**src/verilog/dsac_pkg.sv**
```systemverilog
`default_nettype none
package dsac_pkg;

  // data path and address widths
  localparam int DATA_W = 16;
  localparam int ADDR_W = 16;
  localparam int NEAR_W = 13;

  // address steps for pointer post-modify
  localparam logic [15:0] STEP_BYTE = 16'h0001;
  localparam logic [15:0] STEP_WORD = 16'h0002;

  // stack underflow floor: addresses below it belong to the sfr area
  localparam logic [15:0] SFR_FLOOR = 16'h0800;
  // stack pointer value after reset
  localparam logic [15:0] SP_RESET  = 16'h0800;

  // byte lane enables
  localparam logic [1:0] BE_LOW  = 2'h1;
  localparam logic [1:0] BE_HIGH = 2'h2;
  localparam logic [1:0] BE_WORD = 2'h3;

  // how the x effective address is formed
  typedef enum logic [1:0] {
    AM_INDIRECT = 2'h0,  // pointer supplies the address
    AM_NEAR     = 2'h1,  // 13-bit absolute field, near region
    AM_ABS16    = 2'h3   // 16-bit absolute field, move only
  } dsac_amode_e;

  // what a stack push carries
  typedef enum logic [1:0] {
    PK_DATA    = 2'h0,  // plain data word
    PK_PC_LOW  = 2'h1,  // low program counter word
    PK_PC_CALL = 2'h3,  // upper pc bits, call
    PK_PC_EXC  = 2'h2   // upper pc bits, exception entry
  } dsac_push_e;

  // one x-bus request from the address generator
  typedef struct packed {
    logic              valid;    // request present
    logic              we;       // write (else read)
    logic              byte_op;  // byte size (else word)
    logic              dual;     // dual_operand_instr prefetch
    logic              postinc;  // post-modify the pointer
    logic              bitrev;   // bit-reversed mode active
    dsac_amode_e       mode;     // address source
    logic [ADDR_W-1:0] ea;       // pointer or absolute field
    logic [ADDR_W-1:0] brev_ea;  // bit-reversed address
    logic [DATA_W-1:0] wdata;    // write data
  } dsac_xreq_s;

  // one stack operation
  typedef struct packed {
    logic              push;     // push request
    logic              pop;      // pop request
    dsac_push_e        kind;     // push payload kind
    logic [DATA_W-1:0] wdata;    // data or pc bits
    logic [7:0]        status_low_byte;  // status byte for exceptions
  } dsac_stk_s;

endpackage
`default_nettype wire

```
**src/verilog/dsac_lane.sv**
```systemverilog
`timescale 1ns/1ps
`default_nettype none
// byte lane steering for the x path, purely combinational
module dsac_lane
  import dsac_pkg::*;
(
  // access shape
  input  wire logic              byte_op,
  input  wire logic              lsb,
  input  wire logic              zero,
  // data in
  input  wire logic [DATA_W-1:0] wdata,
  input  wire logic [DATA_W-1:0] rdata,
  // data out
  output logic      [1:0]        be,
  output logic      [DATA_W-1:0] wdata_o,
  output logic      [DATA_W-1:0] rdata_o
);

  // lane enables and replicated byte for writes
  always_comb begin
    if (byte_op) begin
      be      = lsb ? BE_HIGH : BE_LOW;
      wdata_o = {wdata[7:0], wdata[7:0]};
    end else begin
      be      = BE_WORD;
      wdata_o = wdata;
    end
  end

  // read steering: selected byte lands in the low lane
  always_comb begin
    if (zero) begin
      rdata_o = '0;
    end else if (byte_op) begin
      rdata_o = {8'h00, lsb ? rdata[15:8] : rdata[7:0]};
    end else begin
      rdata_o = rdata;
    end
  end

endmodule
`default_nettype wire

```
**src/verilog/dsac_stack.sv**
```systemverilog
`timescale 1ns/1ps
`default_nettype none
// stack pointer, stack limit and stack error detection
module dsac_stack
  import dsac_pkg::*;
(
  // clock and reset
  input  wire logic              sys_clk,
  input  wire logic              srst,
  // stack operations
  input  wire logic              push,
  input  wire logic              pop,
  // software writes
  input  wire logic              sp_we,
  input  wire logic [ADDR_W-1:0] sp_wdata,
  input  wire logic              lim_we,
  input  wire logic [ADDR_W-1:0] lim_wdata,
  // state and checks
  output logic      [ADDR_W-1:0] sp_q,
  output logic      [ADDR_W-1:0] lim_q,
  output logic      [ADDR_W-1:0] ea,
  output logic                   err
);

  logic [ADDR_W-1:0] sp_d;  // next stack pointer

  // push uses the free word, pop the word below it
  always_comb begin
    ea   = push ? sp_q : sp_q - STEP_WORD;
    sp_d = sp_q;
    if (sp_we) begin
      sp_d = {sp_wdata[15:1], 1'b0};
    end else if (push) begin
      sp_d = sp_q + STEP_WORD;
    end else if (pop) begin
      sp_d = sp_q - STEP_WORD;
    end
  end

  // push addresses are checked against limit, push and pop addresses against sfr floor;
  // equal to limit is still legal, one beyond traps
  always_comb begin
    err = ((push && (sp_q > lim_q))
        || ((push || pop) && (ea < SFR_FLOOR)));
  end

  // stack pointer register
  always_ff @(posedge sys_clk) begin
    if (srst) begin
      sp_q <= SP_RESET;
    end else begin
      sp_q <= sp_d;
    end
  end

  // limit is left without reset; bit 0 is held low
  always_ff @(posedge sys_clk) begin
    if (lim_we) begin
      lim_q <= {lim_wdata[15:1], 1'b0};
    end
  end

endmodule
`default_nettype wire

```
**src/verilog/dsac_top.sv**
```systemverilog
`timescale 1ns/1ps
`default_nettype none
module dsac_top
  import dsac_pkg::*;
#(
  parameter logic [15:0] Y_LO   = 16'h0900,  // first y space address
  parameter logic [15:0] Y_HI   = 16'h09ff,  // last y space address
  parameter logic [15:0] MEM_HI = 16'h0fff   // last implemented address
)
(
  // clock and reset
  input  wire logic              sys_clk,
  input  wire logic              srst,
  // x access from the x address generator
  input  wire dsac_xreq_s        x_req,
  // y prefetch from the y address generator
  input  wire logic              y_req,
  input  wire logic [ADDR_W-1:0] y_ea,
  // stack operations and control
  input  wire dsac_stk_s         stk,
  input  wire logic              sp_we,
  input  wire logic [ADDR_W-1:0] sp_wdata,
  input  wire logic              stk_lim_we,
  input  wire logic [ADDR_W-1:0] stk_lim_wdata,
  // trap acceptance from exception logic
  input  wire logic              addr_err_ack,
  input  wire logic              stk_err_ack,
  // memory x port
  output logic      [ADDR_W-1:0] mem_x_addr,
  output logic                   mem_x_re,
  output logic                   mem_x_we,
  output logic      [1:0]        mem_x_be,
  output logic      [DATA_W-1:0] mem_x_wdata,
  input  wire logic [DATA_W-1:0] mem_x_rdata,
  // memory y port, read only
  output logic      [ADDR_W-1:0] mem_y_addr,
  output logic                   mem_y_re,
  input  wire logic [DATA_W-1:0] mem_y_rdata,
  // read returns to the core
  output logic                   x_rvalid,
  output logic      [DATA_W-1:0] x_rdata,
  output logic      [1:0]        wreg_be,
  output logic                   y_rvalid,
  output logic      [DATA_W-1:0] y_rdata,
  // pointer update
  output logic                   ptr_upd,
  output logic      [ADDR_W-1:0] ptr_next,
  // stack state
  output logic      [ADDR_W-1:0] stack_pointer_reg,
  output logic      [ADDR_W-1:0] stack_limit_reg,
  // trap requests
  output logic                   addr_err_req,
  output logic                   stk_err_req
);

  // map parameters must describe a y block inside real memory
  initial begin
    if ((Y_LO > Y_HI) || (Y_HI > MEM_HI) || Y_LO[0] || !Y_HI[0]) begin
      $error("dsac_top: bad data space map parameters");
    end
  end

  // registered outputs
  logic [ADDR_W-1:0] mem_x_addr_q;   // x word address to memory
  logic              mem_x_re_q;     // x read strobe
  logic              mem_x_we_q;     // x write strobe
  logic [1:0]        mem_x_be_q;     // x lane enables
  logic [DATA_W-1:0] mem_x_wdata_q;  // x write data
  logic [ADDR_W-1:0] mem_y_addr_q;   // y word address
  logic              mem_y_re_q;     // y read strobe
  logic              x_rvalid_q;     // x read data valid
  logic [DATA_W-1:0] x_rdata_q;      // x read data
  logic [1:0]        wreg_be_q;      // register lane write enables
  logic              y_rvalid_q;     // y read data valid
  logic [DATA_W-1:0] y_rdata_q;      // y read data
  logic              ptr_upd_q;      // pointer update strobe
  logic [ADDR_W-1:0] ptr_next_q;     // updated pointer value
  logic              addr_err_q;     // held address error request
  logic              stk_err_q;      // held stack error request

  // read context carried to the data return cycle
  logic              rd_byte_q;      // byte read in flight
  logic              rd_lsb_q;       // byte select of that read
  logic              rd_zero_q;      // force zero on return
  logic              y_zero_q;       // force zero on y return

  // combinational x address work
  logic [ADDR_W-1:0] x_ea;           // address after mode decode
  logic [ADDR_W-1:0] x_acc_ea;       // address used for access
  logic              x_go;           // x request accepted
  logic              x_odd;          // word access at odd address
  logic              x_in_y;         // address inside y block
  logic              x_impl;         // address implemented
  logic              x_rzero;        // x read must return zero
  logic              x_wok;          // x write may reach memory
  logic [1:0]        x_be;           // lane enables from lane unit
  logic [DATA_W-1:0] x_wlane;        // lane-replicated write data
  logic [DATA_W-1:0] x_rlane;        // steered read data

  // combinational y address work
  logic              y_in;           // y address inside y block
  logic              y_odd;          // y address misaligned
  logic              y_zero;         // y read must return zero

  // stack work
  logic              stk_go;         // stack operation this cycle
  logic [ADDR_W-1:0] stk_ea;         // address from stack pointer
  logic              stk_err;        // stack check failed
  logic [DATA_W-1:0] push_word;      // word to place on stack

  // events raising the trap requests
  logic              addr_err_ev;    // misaligned access seen
  logic              stk_err_ev;     // stack limit or floor hit

  // stack pointer and limit live in their own unit
  dsac_stack u_stack (
    .sys_clk   (sys_clk),
    .srst      (srst),
    .push      (stk.push),
    .pop       (stk.pop & ~stk.push),
    .sp_we     (sp_we),
    .sp_wdata  (sp_wdata),
    .lim_we    (stk_lim_we),
    .lim_wdata (stk_lim_wdata),
    .sp_q      (stack_pointer_reg),
    .lim_q     (stack_limit_reg),
    .ea        (stk_ea),
    .err       (stk_err)
  );

  // stack limit write followed at once by a push is left to
  // software; the compare always uses the stored limit
  assign stk_go = stk.push | stk.pop;

  // effective address by addressing mode
  always_comb begin
    unique case (x_req.mode)
      AM_NEAR: begin
        x_ea = {3'h0, x_req.ea[NEAR_W-1:0]};
      end
      AM_ABS16: begin
        x_ea = x_req.ea;
      end
      default: begin
        x_ea = x_req.ea;
      end
    endcase
  end

  // bit reversal only reshapes x write addresses
  always_comb begin
    if (x_req.we && x_req.bitrev) begin
      x_acc_ea = x_req.brev_ea;
    end else begin
      x_acc_ea = x_ea;
    end
  end

  // space and alignment checks for the x request
  always_comb begin
    x_go    = x_req.valid & ~stk_go;
    x_odd   = ~x_req.byte_op & x_acc_ea[0];
    x_in_y  = (x_acc_ea >= Y_LO) && (x_acc_ea <= Y_HI);
    x_impl  = (x_acc_ea <= MEM_HI);
    // outside memory, or an x pointer reaching into y in dual mode
    x_rzero = ~x_impl | (x_req.dual & x_in_y);
    // writes see the whole combined space; odd word writes drop
    x_wok   = x_impl & ~x_odd;
  end

  // y prefetch is always a word and must stay inside y space
  always_comb begin
    y_in   = (y_ea >= Y_LO) && (y_ea <= Y_HI);
    y_odd  = y_ea[0];
    y_zero = ~y_in;
  end

  // stack push payload shaping
  always_comb begin
    unique case (stk.kind)
      PK_PC_CALL: begin
        push_word = {8'h00, stk.wdata[7:0]};
      end
      PK_PC_EXC: begin
        push_word = {stk.status_low_byte, stk.wdata[7:0]};
      end
      default: begin
        push_word = stk.wdata;
      end
    endcase
  end

  // x lane steering for requests only; its read output is left unused
  dsac_lane u_lane (
    .byte_op (x_req.byte_op),
    .lsb     (x_acc_ea[0]),
    .zero    (rd_zero_q),
    .wdata   (x_req.wdata),
    .rdata   (mem_x_rdata),
    .be      (x_be),
    .wdata_o (x_wlane),
    .rdata_o ()
  );

  // separate read steering using the context of the earlier cycle
  dsac_lane u_rlane (
    .byte_op (rd_byte_q),
    .lsb     (rd_lsb_q),
    .zero    (rd_zero_q),
    .wdata   ('0),
    .rdata   (mem_x_rdata),
    .be      (),
    .wdata_o (),
    .rdata_o (x_rlane)
  );

  // trap events from this cycle's accesses
  always_comb begin
    addr_err_ev = (x_go & x_odd) | (y_req & y_odd);
    stk_err_ev  = stk_go & stk_err;
  end

  // x memory port: the only path that ever writes
  always_ff @(posedge sys_clk) begin
    if (srst) begin
      mem_x_addr_q  <= '0;
      mem_x_re_q    <= 1'b0;
      mem_x_we_q    <= 1'b0;
      mem_x_be_q    <= '0;
      mem_x_wdata_q <= '0;
    end else if (stk.push) begin
      // pushes are word writes at the free word
      mem_x_addr_q  <= stk_ea;
      mem_x_re_q    <= 1'b0;
      mem_x_we_q    <= 1'b1;
      mem_x_be_q    <= BE_WORD;
      mem_x_wdata_q <= push_word;
    end else if (stk.pop) begin
      // pops read the word below the pointer
      mem_x_addr_q  <= stk_ea;
      mem_x_re_q    <= 1'b1;
      mem_x_we_q    <= 1'b0;
      mem_x_be_q    <= BE_WORD;
      mem_x_wdata_q <= '0;
    end else if (x_go) begin
      // word address: containing word for bytes and odd reads
      mem_x_addr_q  <= {x_acc_ea[15:1], 1'b0};
      mem_x_re_q    <= ~x_req.we & ~x_rzero;
      mem_x_we_q    <= x_req.we & x_wok;
      mem_x_be_q    <= x_req.we ? x_be : BE_WORD;
      mem_x_wdata_q <= x_wlane;
    end else begin
      mem_x_re_q    <= 1'b0;
      mem_x_we_q    <= 1'b0;
    end
  end

  // y memory port runs alongside x for dual operand prefetch
  always_ff @(posedge sys_clk) begin
    if (srst) begin
      mem_y_addr_q <= '0;
      mem_y_re_q   <= 1'b0;
    end else begin
      mem_y_addr_q <= {y_ea[15:1], 1'b0};
      mem_y_re_q   <= y_req & ~y_zero;
    end
  end

  // read context for the return cycle
  always_ff @(posedge sys_clk) begin
    if (srst) begin
      rd_byte_q <= 1'b0;
      rd_lsb_q  <= 1'b0;
      rd_zero_q <= 1'b0;
      y_zero_q  <= 1'b0;
    end else begin
      rd_byte_q <= ~stk_go & x_req.byte_op;
      rd_lsb_q  <= x_acc_ea[0];
      rd_zero_q <= x_go & ~x_req.we & x_rzero;
      y_zero_q  <= y_req & y_zero;  // idle y port must not answer
    end
  end

  // read return, one cycle after the memory strobe
  always_ff @(posedge sys_clk) begin
    if (srst) begin
      x_rvalid_q <= 1'b0;
      x_rdata_q  <= '0;
      wreg_be_q  <= '0;
    end else begin
      // zero reads still answer so the instruction completes
      x_rvalid_q <= mem_x_re_q | rd_zero_q;
      x_rdata_q  <= x_rlane;
      // byte loads only touch the low register lane
      wreg_be_q  <= rd_byte_q ? BE_LOW : BE_WORD;
    end
  end

  // y return: word only, zero when off its own space
  always_ff @(posedge sys_clk) begin
    if (srst) begin
      y_rvalid_q <= 1'b0;
      y_rdata_q  <= '0;
    end else begin
      y_rvalid_q <= mem_y_re_q | y_zero_q;
      y_rdata_q  <= y_zero_q ? '0 : mem_y_rdata;
    end
  end

  // pointer post-modify sized by the operand
  always_ff @(posedge sys_clk) begin
    if (srst) begin
      ptr_upd_q  <= 1'b0;
      ptr_next_q <= '0;
    end else begin
      ptr_upd_q  <= x_go & x_req.postinc & (x_req.mode == AM_INDIRECT);
      ptr_next_q <= x_req.ea
                  + (x_req.byte_op ? STEP_BYTE : STEP_WORD);
    end
  end

  // address error held until accepted; a new event beats the ack
  always_ff @(posedge sys_clk) begin
    if (srst) begin
      addr_err_q <= 1'b0;
    end else if (addr_err_ev) begin
      addr_err_q <= 1'b1;
    end else if (addr_err_ack) begin
      addr_err_q <= 1'b0;
    end
  end

  // stack error held the same way, kept apart from address errors
  always_ff @(posedge sys_clk) begin
    if (srst) begin
      stk_err_q <= 1'b0;
    end else if (stk_err_ev) begin
      stk_err_q <= 1'b1;
    end else if (stk_err_ack) begin
      stk_err_q <= 1'b0;
    end
  end

  // drive the ports from their flops
  assign mem_x_addr   = mem_x_addr_q;
  assign mem_x_re     = mem_x_re_q;
  assign mem_x_we     = mem_x_we_q;
  assign mem_x_be     = mem_x_be_q;
  assign mem_x_wdata  = mem_x_wdata_q;
  assign mem_y_addr   = mem_y_addr_q;
  assign mem_y_re     = mem_y_re_q;
  assign x_rvalid     = x_rvalid_q;
  assign x_rdata      = x_rdata_q;
  assign wreg_be      = wreg_be_q;
  assign y_rvalid     = y_rvalid_q;
  assign y_rdata      = y_rdata_q;
  assign ptr_upd      = ptr_upd_q;
  assign ptr_next     = ptr_next_q;
  assign addr_err_req = addr_err_q;
  assign stk_err_req  = stk_err_q;

endmodule
`default_nettype wire

```
**config.mk**
```make
export PLATFORM = sky130hd
export DESIGN_NAME = dsac_top
export DESIGN_NICKNAME = d
export VERILOG_FILES = /design/src/verilog/dsac_pkg.sv /design/src/verilog/dsac_lane.sv /design/src/verilog/dsac_stack.sv /design/src/verilog/dsac_top.sv
export SDC_FILE = /design/constraint.sdc
export NUM_CORES = 1
export LEC_CHECK = 0
export BUFFER_PORTS_ARGS = -buffer_cell sky130_fd_sc_hd__buf_2
export CORE_MARGIN = 2
export CORE_UTILIZATION = 47
export CTS_CLUSTER_SIZE = 28
export DETAILED_ROUTE_END_ITERATION = 6
export PLACE_DENSITY = 0.81
export SYNTH_ARGS = -nofsm -noshare
export SYNTH_HDL_FRONTEND = slang
export SYNTH_SLANG_ARGS = --single-unit
```
**constraint.sdc**
```tcl
create_clock -name sys_clk -period 3.1 [get_ports sys_clk]
set_clock_uncertainty 0.15 [all_clocks]
set_input_delay 0.62 -clock sys_clk [delete_from_list [all_inputs] [get_ports sys_clk]]
set_output_delay 0.62 -clock sys_clk [all_outputs]
set_load 0.01 [all_outputs]
```
==> metrics.yaml, run 1 <==
clk_latency_ns: 0.42
postPlaceCellArea_um2: 8180
min_path_cells: 1
syn2layout_area_growth_pct: 32.8
htree_levels: 4
grt_setup_unrepaired: "false"
slowest_stage: "nor3b_2"
cts_made_buffers: 17
period_minus_slack_ns: 2.51
grt_antenna_before_repair: 1
finalHoldViolCount: 0
initial_core_util_pct: 47.9
cts_setup_buffers: 0
cts_tree: "done"
gp_congestion: 0.974
worstPathMaxFanout: 8
synthMuxAreaShare_pct: 3.53
vias: 6705
synthAdderAreaFrac_pct: 4.29
root_buffer: "clkbuf_16"
critical_path_class: "reg -> reg"
stdcell_count: 1236
power.density_nw_per_um2: 546
min_from: "stk_lim_wdata[8]"
tns_ns: 0
grt_pass1_wl_um: 31100
path_buf_inv: 1
worstHoldEndpoint: "u_stack.lim_q[8]"
synth_top_family_by_area: "simple AND/OR/NAND/NOR gates"
grt_max_degree: 36
hpwl_um: 15500
drive_above_1_share_pct: 34.3
chipHeight_um: 122
regArea_um2: 2950
cts_sinks: 140
io_pins: 311
grt_pass1_vias: 6175
clock_path_buffers: 2
routed_wl_um: 20600
critPathLaunchType: "register"
cts_resized: 0
worst_ir_drop_vdd_mv: 0.326
syn_area_um2: 6600
yosysSeqAreaShare_pct: 44.8
layout_setup_ws_ns: 0.585
cap_violations: 0
ant_nets: 0
fp.dieW_um: 122
r2r_start: "u_stack.sp_q[1]"
tightestPinTransition_ns: 0.755
setup_violations: 0
reg2regPathDepth: 7
worstHoldPathType: "in -> reg"
multi_input_area_um2: 3280
fmax_mhz: 398
die-area_um2: 15000
status: "complete, no violations"
yosys.area_share.xor_xnor_pct: 3.58
critPathRequiredTime_ns: 3.32
core_um2: 13800
synth_compound_area_share_pct: 15.7
end_kind: "register"
r2r_slack_ns: 0.59
rows: 43
fin_area_um2: 8760
fillers: 1205
grt_overflow: 0
drc: 0
port-buffer-count: 304
synth_seq_cells: 140
clkTransAtPathRegs_ns: 0.06
r2r-end: "stk_err_req"
relSlewSlack_pct: 49.5
yosysWarnings: 0
cp_cell_sequence: "inv_1 -> ha_1 -> nor3b_2 -> nand4_1 -> xnor2_1 -> nor4_1 -> a32o_1"
final_nets: 1235
arrival_ns: 2.74
netlist_instances: 762
synth_ff_type: "dfxtp_1"
synth.distinct_cells: 68
first_pass_iters: 6
synth_edf_count: 15
hold_ws_ns: 0.215
fin_crit_sh_pct: 81.1
p_leak_uw: 0.00423
synth-async-reset-ratio_pct: 0
synth-simple-area-share_pct: 22.4
drt_iter0_drc: 549
slew_violations: 0
syn_avg_cell_area_um2: 8.66
track_usage_pct: 26.9
critical_path.top_delay_family: "simple AND/OR/NAND/NOR gates"
wl_per_cell_um: 16.6
place_ws_ns: 0.467
vias_per_cell: 5.42
slowest_delay_ns: 0.44
cts_hold_buffers: 0
placed_cells: 1203
## worst max path at each step
| stage | slack (ns) | cells after the start | end | startpoint |
|---|---|---|---|---|
| after floorplan | 0.60 | 8 | ptr_next[15] | x_req[53] |
| after global placement | 0.54 | 8 | ptr_next[15] | x_req[53] |
| after detailed placement | 0.47 | 8 | ptr_next[15] | x_req[53] |
| after CTS | 0.60 | 7 | stk_err_req | u_stack.sp_q[1] |
| after global routing | 0.40 | 7 | stk_err_req | u_stack.sp_q[1] |
| final | 0.59 | 7 | stk_err_req | u_stack.sp_q[1] |
## synthesized netlist by cell type, types with 15 or more instances
cell | count | area share [%]
dfxtp_1 | 125 | 38
nand2_1 | 68 | 3.9
a21oi_1 | 67 | 5.1
nor2_1 | 67 | 3.8
o21ai_0 | 46 | 3.5
clkbuf_1 | 36 | 2.0
inv_1 | 34 | 1.9
and2_1 | 25 | 2.4
nand3_1 | 23 | 1.7
ha_1 | 21 | 4.0
mux2i_1 | 21 | 3.2
nor2b_1 | 21 | 2.0
nand4_1 | 16 | 1.5
edfxtp_1 | 15 | 6.8
## stage by stage
stage          util [%]  power [uW]
2_1_floorplan         -        2510
3_3_place_gp       59.4        2840
3_5_place_dp       59.4        2850
4_1_cts            63.6        4810
5_1_grt            63.6        5000
6_report           63.6        4790
## layout make-up
| class | count | area share (%) |
|---|---|---|
| Antenna cell | 1 | 0.0286 |
| Clock buffer | 17 | 4.86 |
| Clock inverter | 15 | 1.71 |
| Inverter | 35 | 1.50 |
| Multi-Input combinational cell | 535 | 37.5 |
| Sequential cell | 140 | 33.7 |
| Tap cell | 180 | 2.57 |
| Timing Repair Buffer | 313 | 18.1 |
## placed cells by master, fill, tap and decap left out, types with 5 or more instances in the layout
cell type	netlist	layout
buf_2	8	304
nand4_1	16	16
dfxtp_1	125	125
nor2b_1	21	21
and3_1	9	9
buf_4	6	9
mux2i_1	21	21
or3_1	6	6
a21oi_1	67	67
nor2_1	67	67
xor2_1	14	14
nand3_1	23	23
and2_1	25	25
o22ai_1	10	10
xnor2_1	13	13
edfxtp_1	15	15
inv_8	0	5
nand2_1	68	68
inv_1	34	34
nor3_1	11	11
nor4_1	8	8
o21ai_0	46	46
clkbuf_16	0	17
a211oi_1	14	14
a31oi_1	7	7
ha_1	21	21
## power breakdown
group | switching [uW] | internal (uW) | total [uW]
clock | 890 | 1070 | 1960
sequential | 94.7 | 1950 | 2040
combinational | 444 | 338 | 782
total | 1430 | 3360 | 4790
## flip-flops by register name, indices dropped and copies added, names as in the netlist, 2 cells and up
register / cells
y_rdata: 16
ptr_next: 16
mem_x_addr: 15
mem_x_wdata: 16
u_stack.lim_q: 15
mem_y_addr: 15
mem_x_be: 2
u_stack.sp_q: 15
x_rdata: 16
wreg_be: 2
## kinds of logic after synthesis
kind of cell	count (synthesis)
multiplexers	23
XOR/XNOR	27
AO/OA/AOI/OAI	173
other	1
flip-flops	140
adder cells (fa/ha/maj)	22
buffers and inverters	90
AND/OR/NAND/NOR	286
## per-layer routing
layer | vias to the layer above | part of all wire [%] | track usage (%)
li1 | 3223 | - | -
met3 | 63 | 8.2 | 6.74
met4 | 0 | 3.7 | 14.4
met2 | 341 | 48 | 44.5
met5 | - | 0 | 0
met1 | 3078 | 40 | 32.1
Power figures use the tool's default switching activity.
==> run 2, diff against run 1 <==
--- a/config.mk
+++ b/config.mk
@@ -5,12 +5,13 @@
 export SDC_FILE = /design/constraint.sdc
 export NUM_CORES = 1
 export LEC_CHECK = 0
+export ABC_AREA = 1
 export BUFFER_PORTS_ARGS = -buffer_cell sky130_fd_sc_hd__buf_2
 export CORE_MARGIN = 2
-export CORE_UTILIZATION = 47
+export CORE_UTILIZATION = 43
 export CTS_CLUSTER_SIZE = 28
 export DETAILED_ROUTE_END_ITERATION = 6
-export PLACE_DENSITY = 0.81
+export PLACE_DENSITY = 0.78
 export SYNTH_ARGS = -nofsm -noshare
 export SYNTH_HDL_FRONTEND = slang
 export SYNTH_SLANG_ARGS = --single-unit
==> constraint.sdc (replaced) <==
create_clock -name sys_clk -period 2.3 [get_ports sys_clk]
set_clock_uncertainty 0.15 [all_clocks]
set_input_delay 0.46 -clock sys_clk [delete_from_list [all_inputs] [get_ports sys_clk]]
set_output_delay 0.46 -clock sys_clk [all_outputs]
set_load 0.01 [all_outputs]
==> metrics.yaml, run 2 <==
status: "complete, no violations"  # unchanged
yosys-top-cells-area: "dfxtp_1, nand2_1, nor2_1"  # was dfxtp_1, edfxtp_1, a21oi_1
final_common_cell: "buf_2"  # unchanged
finalHoldViolCount: 0  # unchanged
grt_setup_unrepaired: "false"  # unchanged
synth_top_cells_by_count: "nand2_1, dfxtp_1, nor2_1, inv_1, o21ai_0"  # was dfxtp_1, nand2_1, a21oi_1, nor2_1, o21ai_0
syn_area_um2: 6690  # was 6600 um2
period_minus_slack_ns: 2.07  # was 2.51 ns
fin_crit_sh_pct: 90.2  # was 81.1%
cap_violations: 0  # unchanged
worstHoldPathType: "in -> reg"  # unchanged
synth_edf_count: 15  # unchanged
yosysTopAreaCell: "dfxtp_1"  # unchanged
htree_levels: 4  # unchanged
syn_avg_cell_area_um2: 7.44  # was 8.66 um2
cts_tree: "done"  # unchanged
grt_max_degree: 47  # was 36
drive_above_1_share_pct: 32.3  # was 34.3%
slowest_delay_ns: 0.37  # was 0.44 ns
grt_antenna_before_repair: 3  # was 1
critical_path_class: "reg -> reg"  # unchanged
critPathRequiredTime_ns: 2.52  # was 3.32 ns
critPathLaunchType: "register"  # unchanged
yosysWarnings: 0  # unchanged
end_kind: "register"  # unchanged
gp_congestion: 0.917  # was 0.974
port-buffer-count: 304  # unchanged
yosysTopAreaCellShare_pct: 37.4  # was 37.9%
final_cell_mix: "buf_2, nand2_1, dfxtp_1, nor2_1, inv_1"  # was buf_2, dfxtp_1, nand2_1, nor2_1, a21oi_1
drt_iter0_drc: 602  # was 549
worst_ir_drop_vdd_mv: 0.475  # was 0.326 mV
die-area_um2: 16600  # was 15,000 um2
clk_latency_ns: 0.42  # about the same
final_nets: 1398  # was 1,235
netlist_instances: 900  # was 762
synth.distinct_cells: 50  # was 68
routed_wl_um: 21700  # was 20,600 um
clkTransAtPathRegs_ns: 0.06  # about the same
synth.most_common_cell: "nand2_1"  # was dfxtp_1
initial_core_util_pct: 44.0  # was 47.9%
clock_path_buffers: 2  # unchanged
io_pins: 311  # unchanged
grt_pass1_vias: 6386  # was 6,175
cts_sinks: 140  # unchanged
core_um2: 15200  # was 13,800 um2
tns_ns: 0  # unchanged
hpwl_um: 16900  # was 15,500 um
critical_path.top_delay_family: "simple AND/OR/NAND/NOR gates"  # unchanged
worstPathMaxFanout: 7  # was 8
cts_made_buffers: 17  # unchanged
fillers: 1445  # was 1,205
setup_violations: 0  # unchanged
first_pass_iters: 7  # was 6
p_leak_uw: 0.00470  # was 0.00423 uW
syn2layout_area_growth_pct: 34.4  # was 32.8%
slowest_stage: "dfxtp_2"  # was nor3b_2
ant_nets: 0  # unchanged
cp_common_cell: "nand3_1"
relSlewSlack_pct: 64.3  # was 49.5%
cp_cell_sequence: "inv_2 -> ha_1 -> nand3_2 -> nor2_1 -> nand3_1 -> nand3_1 -> nand2_1 -> nor2_1 -> nand4_1 -> nand3_1 -> nand2_1 -> inv_1"  # was inv_1 -> ha_1 -> nor3b_2 -> nand4_1 -> xnor2_1 -> nor4_1 -> a32o_1
grt_overflow: 0  # unchanged
fin_util_pct: 59.2  # was 63.6%
synth_seq_cells: 140  # unchanged
root_buffer: "clkbuf_16"  # unchanged
rows: 45  # was 43
slew_violations: 0  # unchanged
arrival_ns: 2.29  # was 2.74 ns
yosysSeqAreaShare_pct: 44.1  # was 44.8%
wl_per_cell_um: 15.4  # was 16.6 um
fmax_mhz: 482  # was 398 MHz
fp.dieW_um: 129  # was 122 um
power.density_nw_per_um2: 734  # was 546 nW/um2
tightestPinTransition_ns: 0.534  # was 0.755 ns
synth-async-reset-ratio_pct: 0  # unchanged
chipHeight_um: 129  # was 122 um
drc: 0  # unchanged
grt_pass1_wl_um: 32600  # was 31,100 um
synth_ff_type: "dfxtp_1"  # unchanged
track_usage_pct: 25.3  # was 26.9%
cts_setup_buffers: 0  # unchanged
vias: 7137  # was 6,705
path_buf_inv: 2  # was 1
vias_per_cell: 5.07  # was 5.42
-- run 2: cell types whose count changed in the layout (fill, tap and decap cells not counted), sizes merged, moves of 13 or more --
cell,before,now
and2,25,2
a31oi,7,24
mux2i,21,1
buf,313,328
nand3,23,41
o21ai,46,80
nor2,67,132
nor2b,21,0
inv,43,130
nand2,70,167
a21oi,67,54
-- run 2: metrics by stage --
step	setup WS, ns	std cells	power (uW)	hold slack (ns)	area, um2
final	0.226	1408	6610	0.0620	9000
after global routing	0.0359	1408	6900	0.0444	9000
after CTS	0.0793	1406	6640	0.0477	8990
after detailed placement	0.00261	1374	3900	0.285	8400
after global placement	0.0539	1374	3880	0.276	8400
after floorplan	0.207	903	3400	0.263	6710
-- run 2: path summary, 6_finish.rpt --
kind / startpoint / endpoint / slack (ns) / cells past startpoint
worst max-delay path: u_stack.sp_q[1] / stk_err_req / 0.23 / 12
worst min-delay path: stk_lim_wdata[2] / u_stack.lim_q[2] / 0.06 / 1
worst max register to register: u_stack.sp_q[1] / stk_err_req / 0.23 / 12
worst min register to register: rd_byte_q / wreg_be[1] / 0.29 / 1
-- run 2: routing by layer --
metal | GRT usage [%] | wire, um
met5 | 0 | 13
met4 | 9.21 | 464
met3 | 7.36 | 1940
met2 | 42.6 | 10500
met1 | 30.8 | 8840
-- run 2: kinds of logic (layout without fill, tap and decap cells) --
| group | count (synthesis) | in the layout | share of synthesized area (%) |
|---|---|---|---|
| other cells | 1 | 6 | 0.0560 |
| flops | 140 | 140 | 44.1 |
| simple gates | 373 | 373 | 23.8 |
| fa+ha+maj | 22 | 22 | 4.22 |
| xor+xnor | 4 | 4 | 0.523 |
| buf+inv | 167 | 482 | 10.7 |
| mux | 1 | 1 | 0.150 |
| compound gates | 192 | 192 | 16.5 |
-- run 2: worst reg2reg max path, cell delays in order (launching register included) --
cell	delay, ns
dfxtp_2	0.37
inv_2	0.13
ha_1	0.23
nand3_2	0.17
nor2_1	0.21
nand3_1	0.09
nand3_1	0.14
nand2_1	0.14
nor2_1	0.12
nand4_1	0.09
nand3_1	0.07
nand2_1	0.05
inv_1	0.06
-- run 2: repair_timing --
| action | 4_1_cts | 5_1_grt |
|---|---|---|
| endpoints found under the setup margin | 0 | 3 |
| gates resized for setup | 0 | 3 |
| hold buffers | 0 | 0 |
-- run 2: report_power, final --
group | internal [uW] | switching (uW)
Sequential | 2630 | 109
Clock | 1550 | 1200
Combinational | 446 | 666
-- run 2: cell type report --
| type | instances | area [um2] | area share [%] |
|---|---|---|---|
| sequential | 140 | 2950 | 32.8 |
| tap | 188 | 235 | 2.61 |
| inverter | 122 | 458 | 5.09 |
| antenna | 2 | 5.00 | 0.0556 |
| clock inverter | 15 | 164 | 1.82 |
| timing repair buffer | 328 | 1710 | 19.0 |
| multi-input combinational | 596 | 3040 | 33.8 |
| clock buffer | 17 | 425 | 4.73 |
==> run 3, diff against run 2 <==
--- a/config.mk
+++ b/config.mk
@@ -8,10 +8,12 @@
 export ABC_AREA = 1
 export BUFFER_PORTS_ARGS = -buffer_cell sky130_fd_sc_hd__buf_2
 export CORE_MARGIN = 2
-export CORE_UTILIZATION = 43
+export CORE_UTILIZATION = 44
+export CTS_BUF_LIST = sky130_fd_sc_hd__clkbuf_8
 export CTS_CLUSTER_SIZE = 28
 export DETAILED_ROUTE_END_ITERATION = 6
-export PLACE_DENSITY = 0.78
+export PLACE_DENSITY = 0.87
+export RECOVER_POWER = 25
 export SYNTH_ARGS = -nofsm -noshare
 export SYNTH_HDL_FRONTEND = slang
 export SYNTH_SLANG_ARGS = --single-unit
==> metrics.yaml, run 3 (synthesis gave the netlist of run 2 again) <==
cts_made_buffers: 17  # unchanged
min_path_cells: 1  # unchanged
cap_violations: 0  # unchanged
chipHeight_um: 127  # was 129 um
p_comb_share_pct: 19.5  # was 16.8%
critical_path_class: "reg -> reg"  # unchanged
busiest_layer: "met2"  # unchanged
fillers: 1409  # was 1,445
r2r_start: "u_stack.sp_q[3]"  # was u_stack.sp_q[1]
intPower_uw: 3880  # was 4630 uW
drt_iter0_drc: 458  # was 602
worstHoldEndpoint: "u_stack.lim_q[4]"  # was u_stack.lim_q[2]
fmax_mhz: 480  # was 482 MHz
first_pass_iters: 5  # was 7
use_met1_pct: 30.5  # was 30.8%
slew_violations: 0  # unchanged
pwr-share-seq_pct: 47.5  # was 41.5%
core_um2: 15000  # was 15,200 um2
htree_levels: 4  # unchanged
critPathRequiredTime_ns: 2.50  # was 2.52 ns
port-buffer-count: 304  # unchanged
gp_congestion: 0.896  # was 0.917
worst_ir_drop_vdd_mv: 0.296  # was 0.475 mV
final_cell_mix: "buf_2, nand2_1, dfxtp_1, nor2_1, inv_1"  # unchanged
total_power_uw: 5750  # was 6610 uW
relSlewSlack_pct: 32.3  # was 64.3%
cts_sinks: 140  # unchanged
hpwl_um: 16900  # about the same
final_common_cell: "buf_2"  # unchanged
ant_nets: 0  # unchanged
fp.dieW_um: 127  # was 129 um
wl_per_cell_um: 15.4  # about the same
layout_setup_ws_ns: 0.215  # was 0.226 ns
grt_overflow: 0  # unchanged
r2r_slack_ns: 0.22  # was 0.23 ns
period_minus_slack_ns: 2.08  # was 2.07 ns
root_buffer: "clkbuf_8"  # was clkbuf_16
end_kind: "register"  # unchanged
final_nets: 1399  # was 1,398
io_pins: 311  # unchanged
power.density_nw_per_um2: 655  # was 734 nW/um2
worstPathMaxFanout: 10  # was 7
p_leak_uw: 0.00458  # was 0.00470 uW
clk_latency_ns: 0.45  # was 0.42 ns
fin_crit_sh_pct: 90.6  # was 90.2%
grt.met2_usage_pct: 44.6  # was 42.6%
drc: 0  # unchanged
arrival_ns: 2.29  # about the same
vias_per_cell: 5.08  # was 5.07
grt_use_met3_pct: 7.37  # was 7.36%
finalHoldViolCount: 0  # unchanged
clock_path_buffers: 2  # unchanged
drive_above_1_share_pct: 31.4  # was 32.3%
initial_core_util_pct: 44.5  # was 44.0%
sw_frac_of_total_pct: 32.6  # was 30.0%
grt_pass1_vias: 6543  # was 6,386
grt_pass1_wl_um: 33000  # was 32,600 um
setup_violations: 0  # unchanged
track_usage_pct: 25.9  # was 25.3%
grt_antenna_before_repair: 3  # unchanged
routed_wl_um: 21700  # about the same
grt_setup_unrepaired: "false"  # unchanged
tightestPinTransition_ns: 1.02  # was 0.534 ns
worstHoldPathType: "in -> reg"  # unchanged
reg2regPathDepth: 9  # was 12
min_from: "stk_lim_wdata[4]"  # was stk_lim_wdata[2]
vias: 7159  # was 7,137
grt_max_degree: 53  # was 47
p_sw_uw: 1880  # was 1980 uW
place_ws_ns: -0.0217  # was 0.00261 ns
clkTransAtPathRegs_ns: 0.09  # was 0.06 ns
critPathLaunchType: "register"  # unchanged
syn2layout_area_growth_pct: 31.3  # was 34.4%
rows: 45  # unchanged
clkPwrFrac_pct: 32.9  # was 41.7%
hold_ws_ns: 0.0324  # was 0.0620 ns
cts_tree: "done"  # unchanged
die-area_um2: 16200  # was 16,600 um2
r2r-end: "u_stack.sp_q[10]"  # was stk_err_req
status: "complete, no violations"  # unchanged
[run 3: per-layer routing]
layer	up-vias	wire [um]
met3	53	1730
met2	310	10600
met1	3236	8560
met5	-	13
li1	3558	-
met4	2	704
[run 3: power by group through the flow]
| stage | combinational [uW] | clock, uW | sequential (uW) |
|---|---|---|---|
| 2_1_floorplan | 550 | 0 | 2850 |
| 3_3_place_gp | 1090 | 0 | 2790 |
| 3_5_place_dp | 1110 | 0 | 2790 |
| 4_1_cts | 1120 | 1940 | 2740 |
| 5_1_grt | 1260 | 2050 | 2750 |
| 6_report | 1120 | 1900 | 2740 |
[run 3: critical path, stage by stage, from the launching register on]
cell and delay, ns:
dfxtp_1 0.57, nand3_1 0.21, nor2_2 0.17, nand4_1 0.16, nor2_2 0.27, a21oi_1 0.11
o21ai_1 0.10, nand3_1 0.11, o211ai_1 0.10, inv_1 0.05
[run 3: what timing repair did]
item | in CTS | in global routing
gates resized for setup | 0 | 1
setup buffers | 0 | 0
endpoints found under the hold margin | 2 | 1
endpoints found under the setup margin | 0 | 1
hold buffers | 2 | 1
[run 3: worst max-delay path by stage]
stage	start	end	slack (ns)	depth (start not counted)
final	u_stack.sp_q[3]	u_stack.sp_q[10]	0.22	9
after CTS	u_stack.sp_q[1]	mem_x_addr[11]	0.24	11
after global placement	stk[26]	mem_x_addr[15]	0.04	8
after floorplan	x_req[53]	ptr_next[13]	0.21	13
after global routing	u_stack.sp_q[1]	mem_x_addr[11]	0.03	11
after detailed placement	x_req[53]	ptr_next[14]	-0.02	12
[run 3: stage by stage]
stage                     util, %  std cells  setup TNS [ns]  instance area, um2
after floorplan                 -        903               0                6710
final                        58.4       1409               0                8790
after detailed placement     55.8       1372         -0.0217                8380
after global placement       55.8       1372               0                8380
after global routing         58.4       1409               0                8790
after CTS                    58.4       1406               0                8780
[run 3: area by class of cell]
| class | count | area, um2 | share of cell area (%) |
|---|---|---|---|
| Multi-Input combinational cell | 596 | 3040 | 34.6 |
| Sequential cell | 140 | 2950 | 33.6 |
| Timing Repair Buffer | 329 | 1720 | 19.6 |
| Inverter | 122 | 458 | 5.21 |
| Tap cell | 188 | 235 | 2.68 |
| Clock buffer | 17 | 234 | 2.66 |
| Clock inverter | 15 | 146 | 1.67 |
| Antenna cell | 2 | 5.00 | 0.0570 |
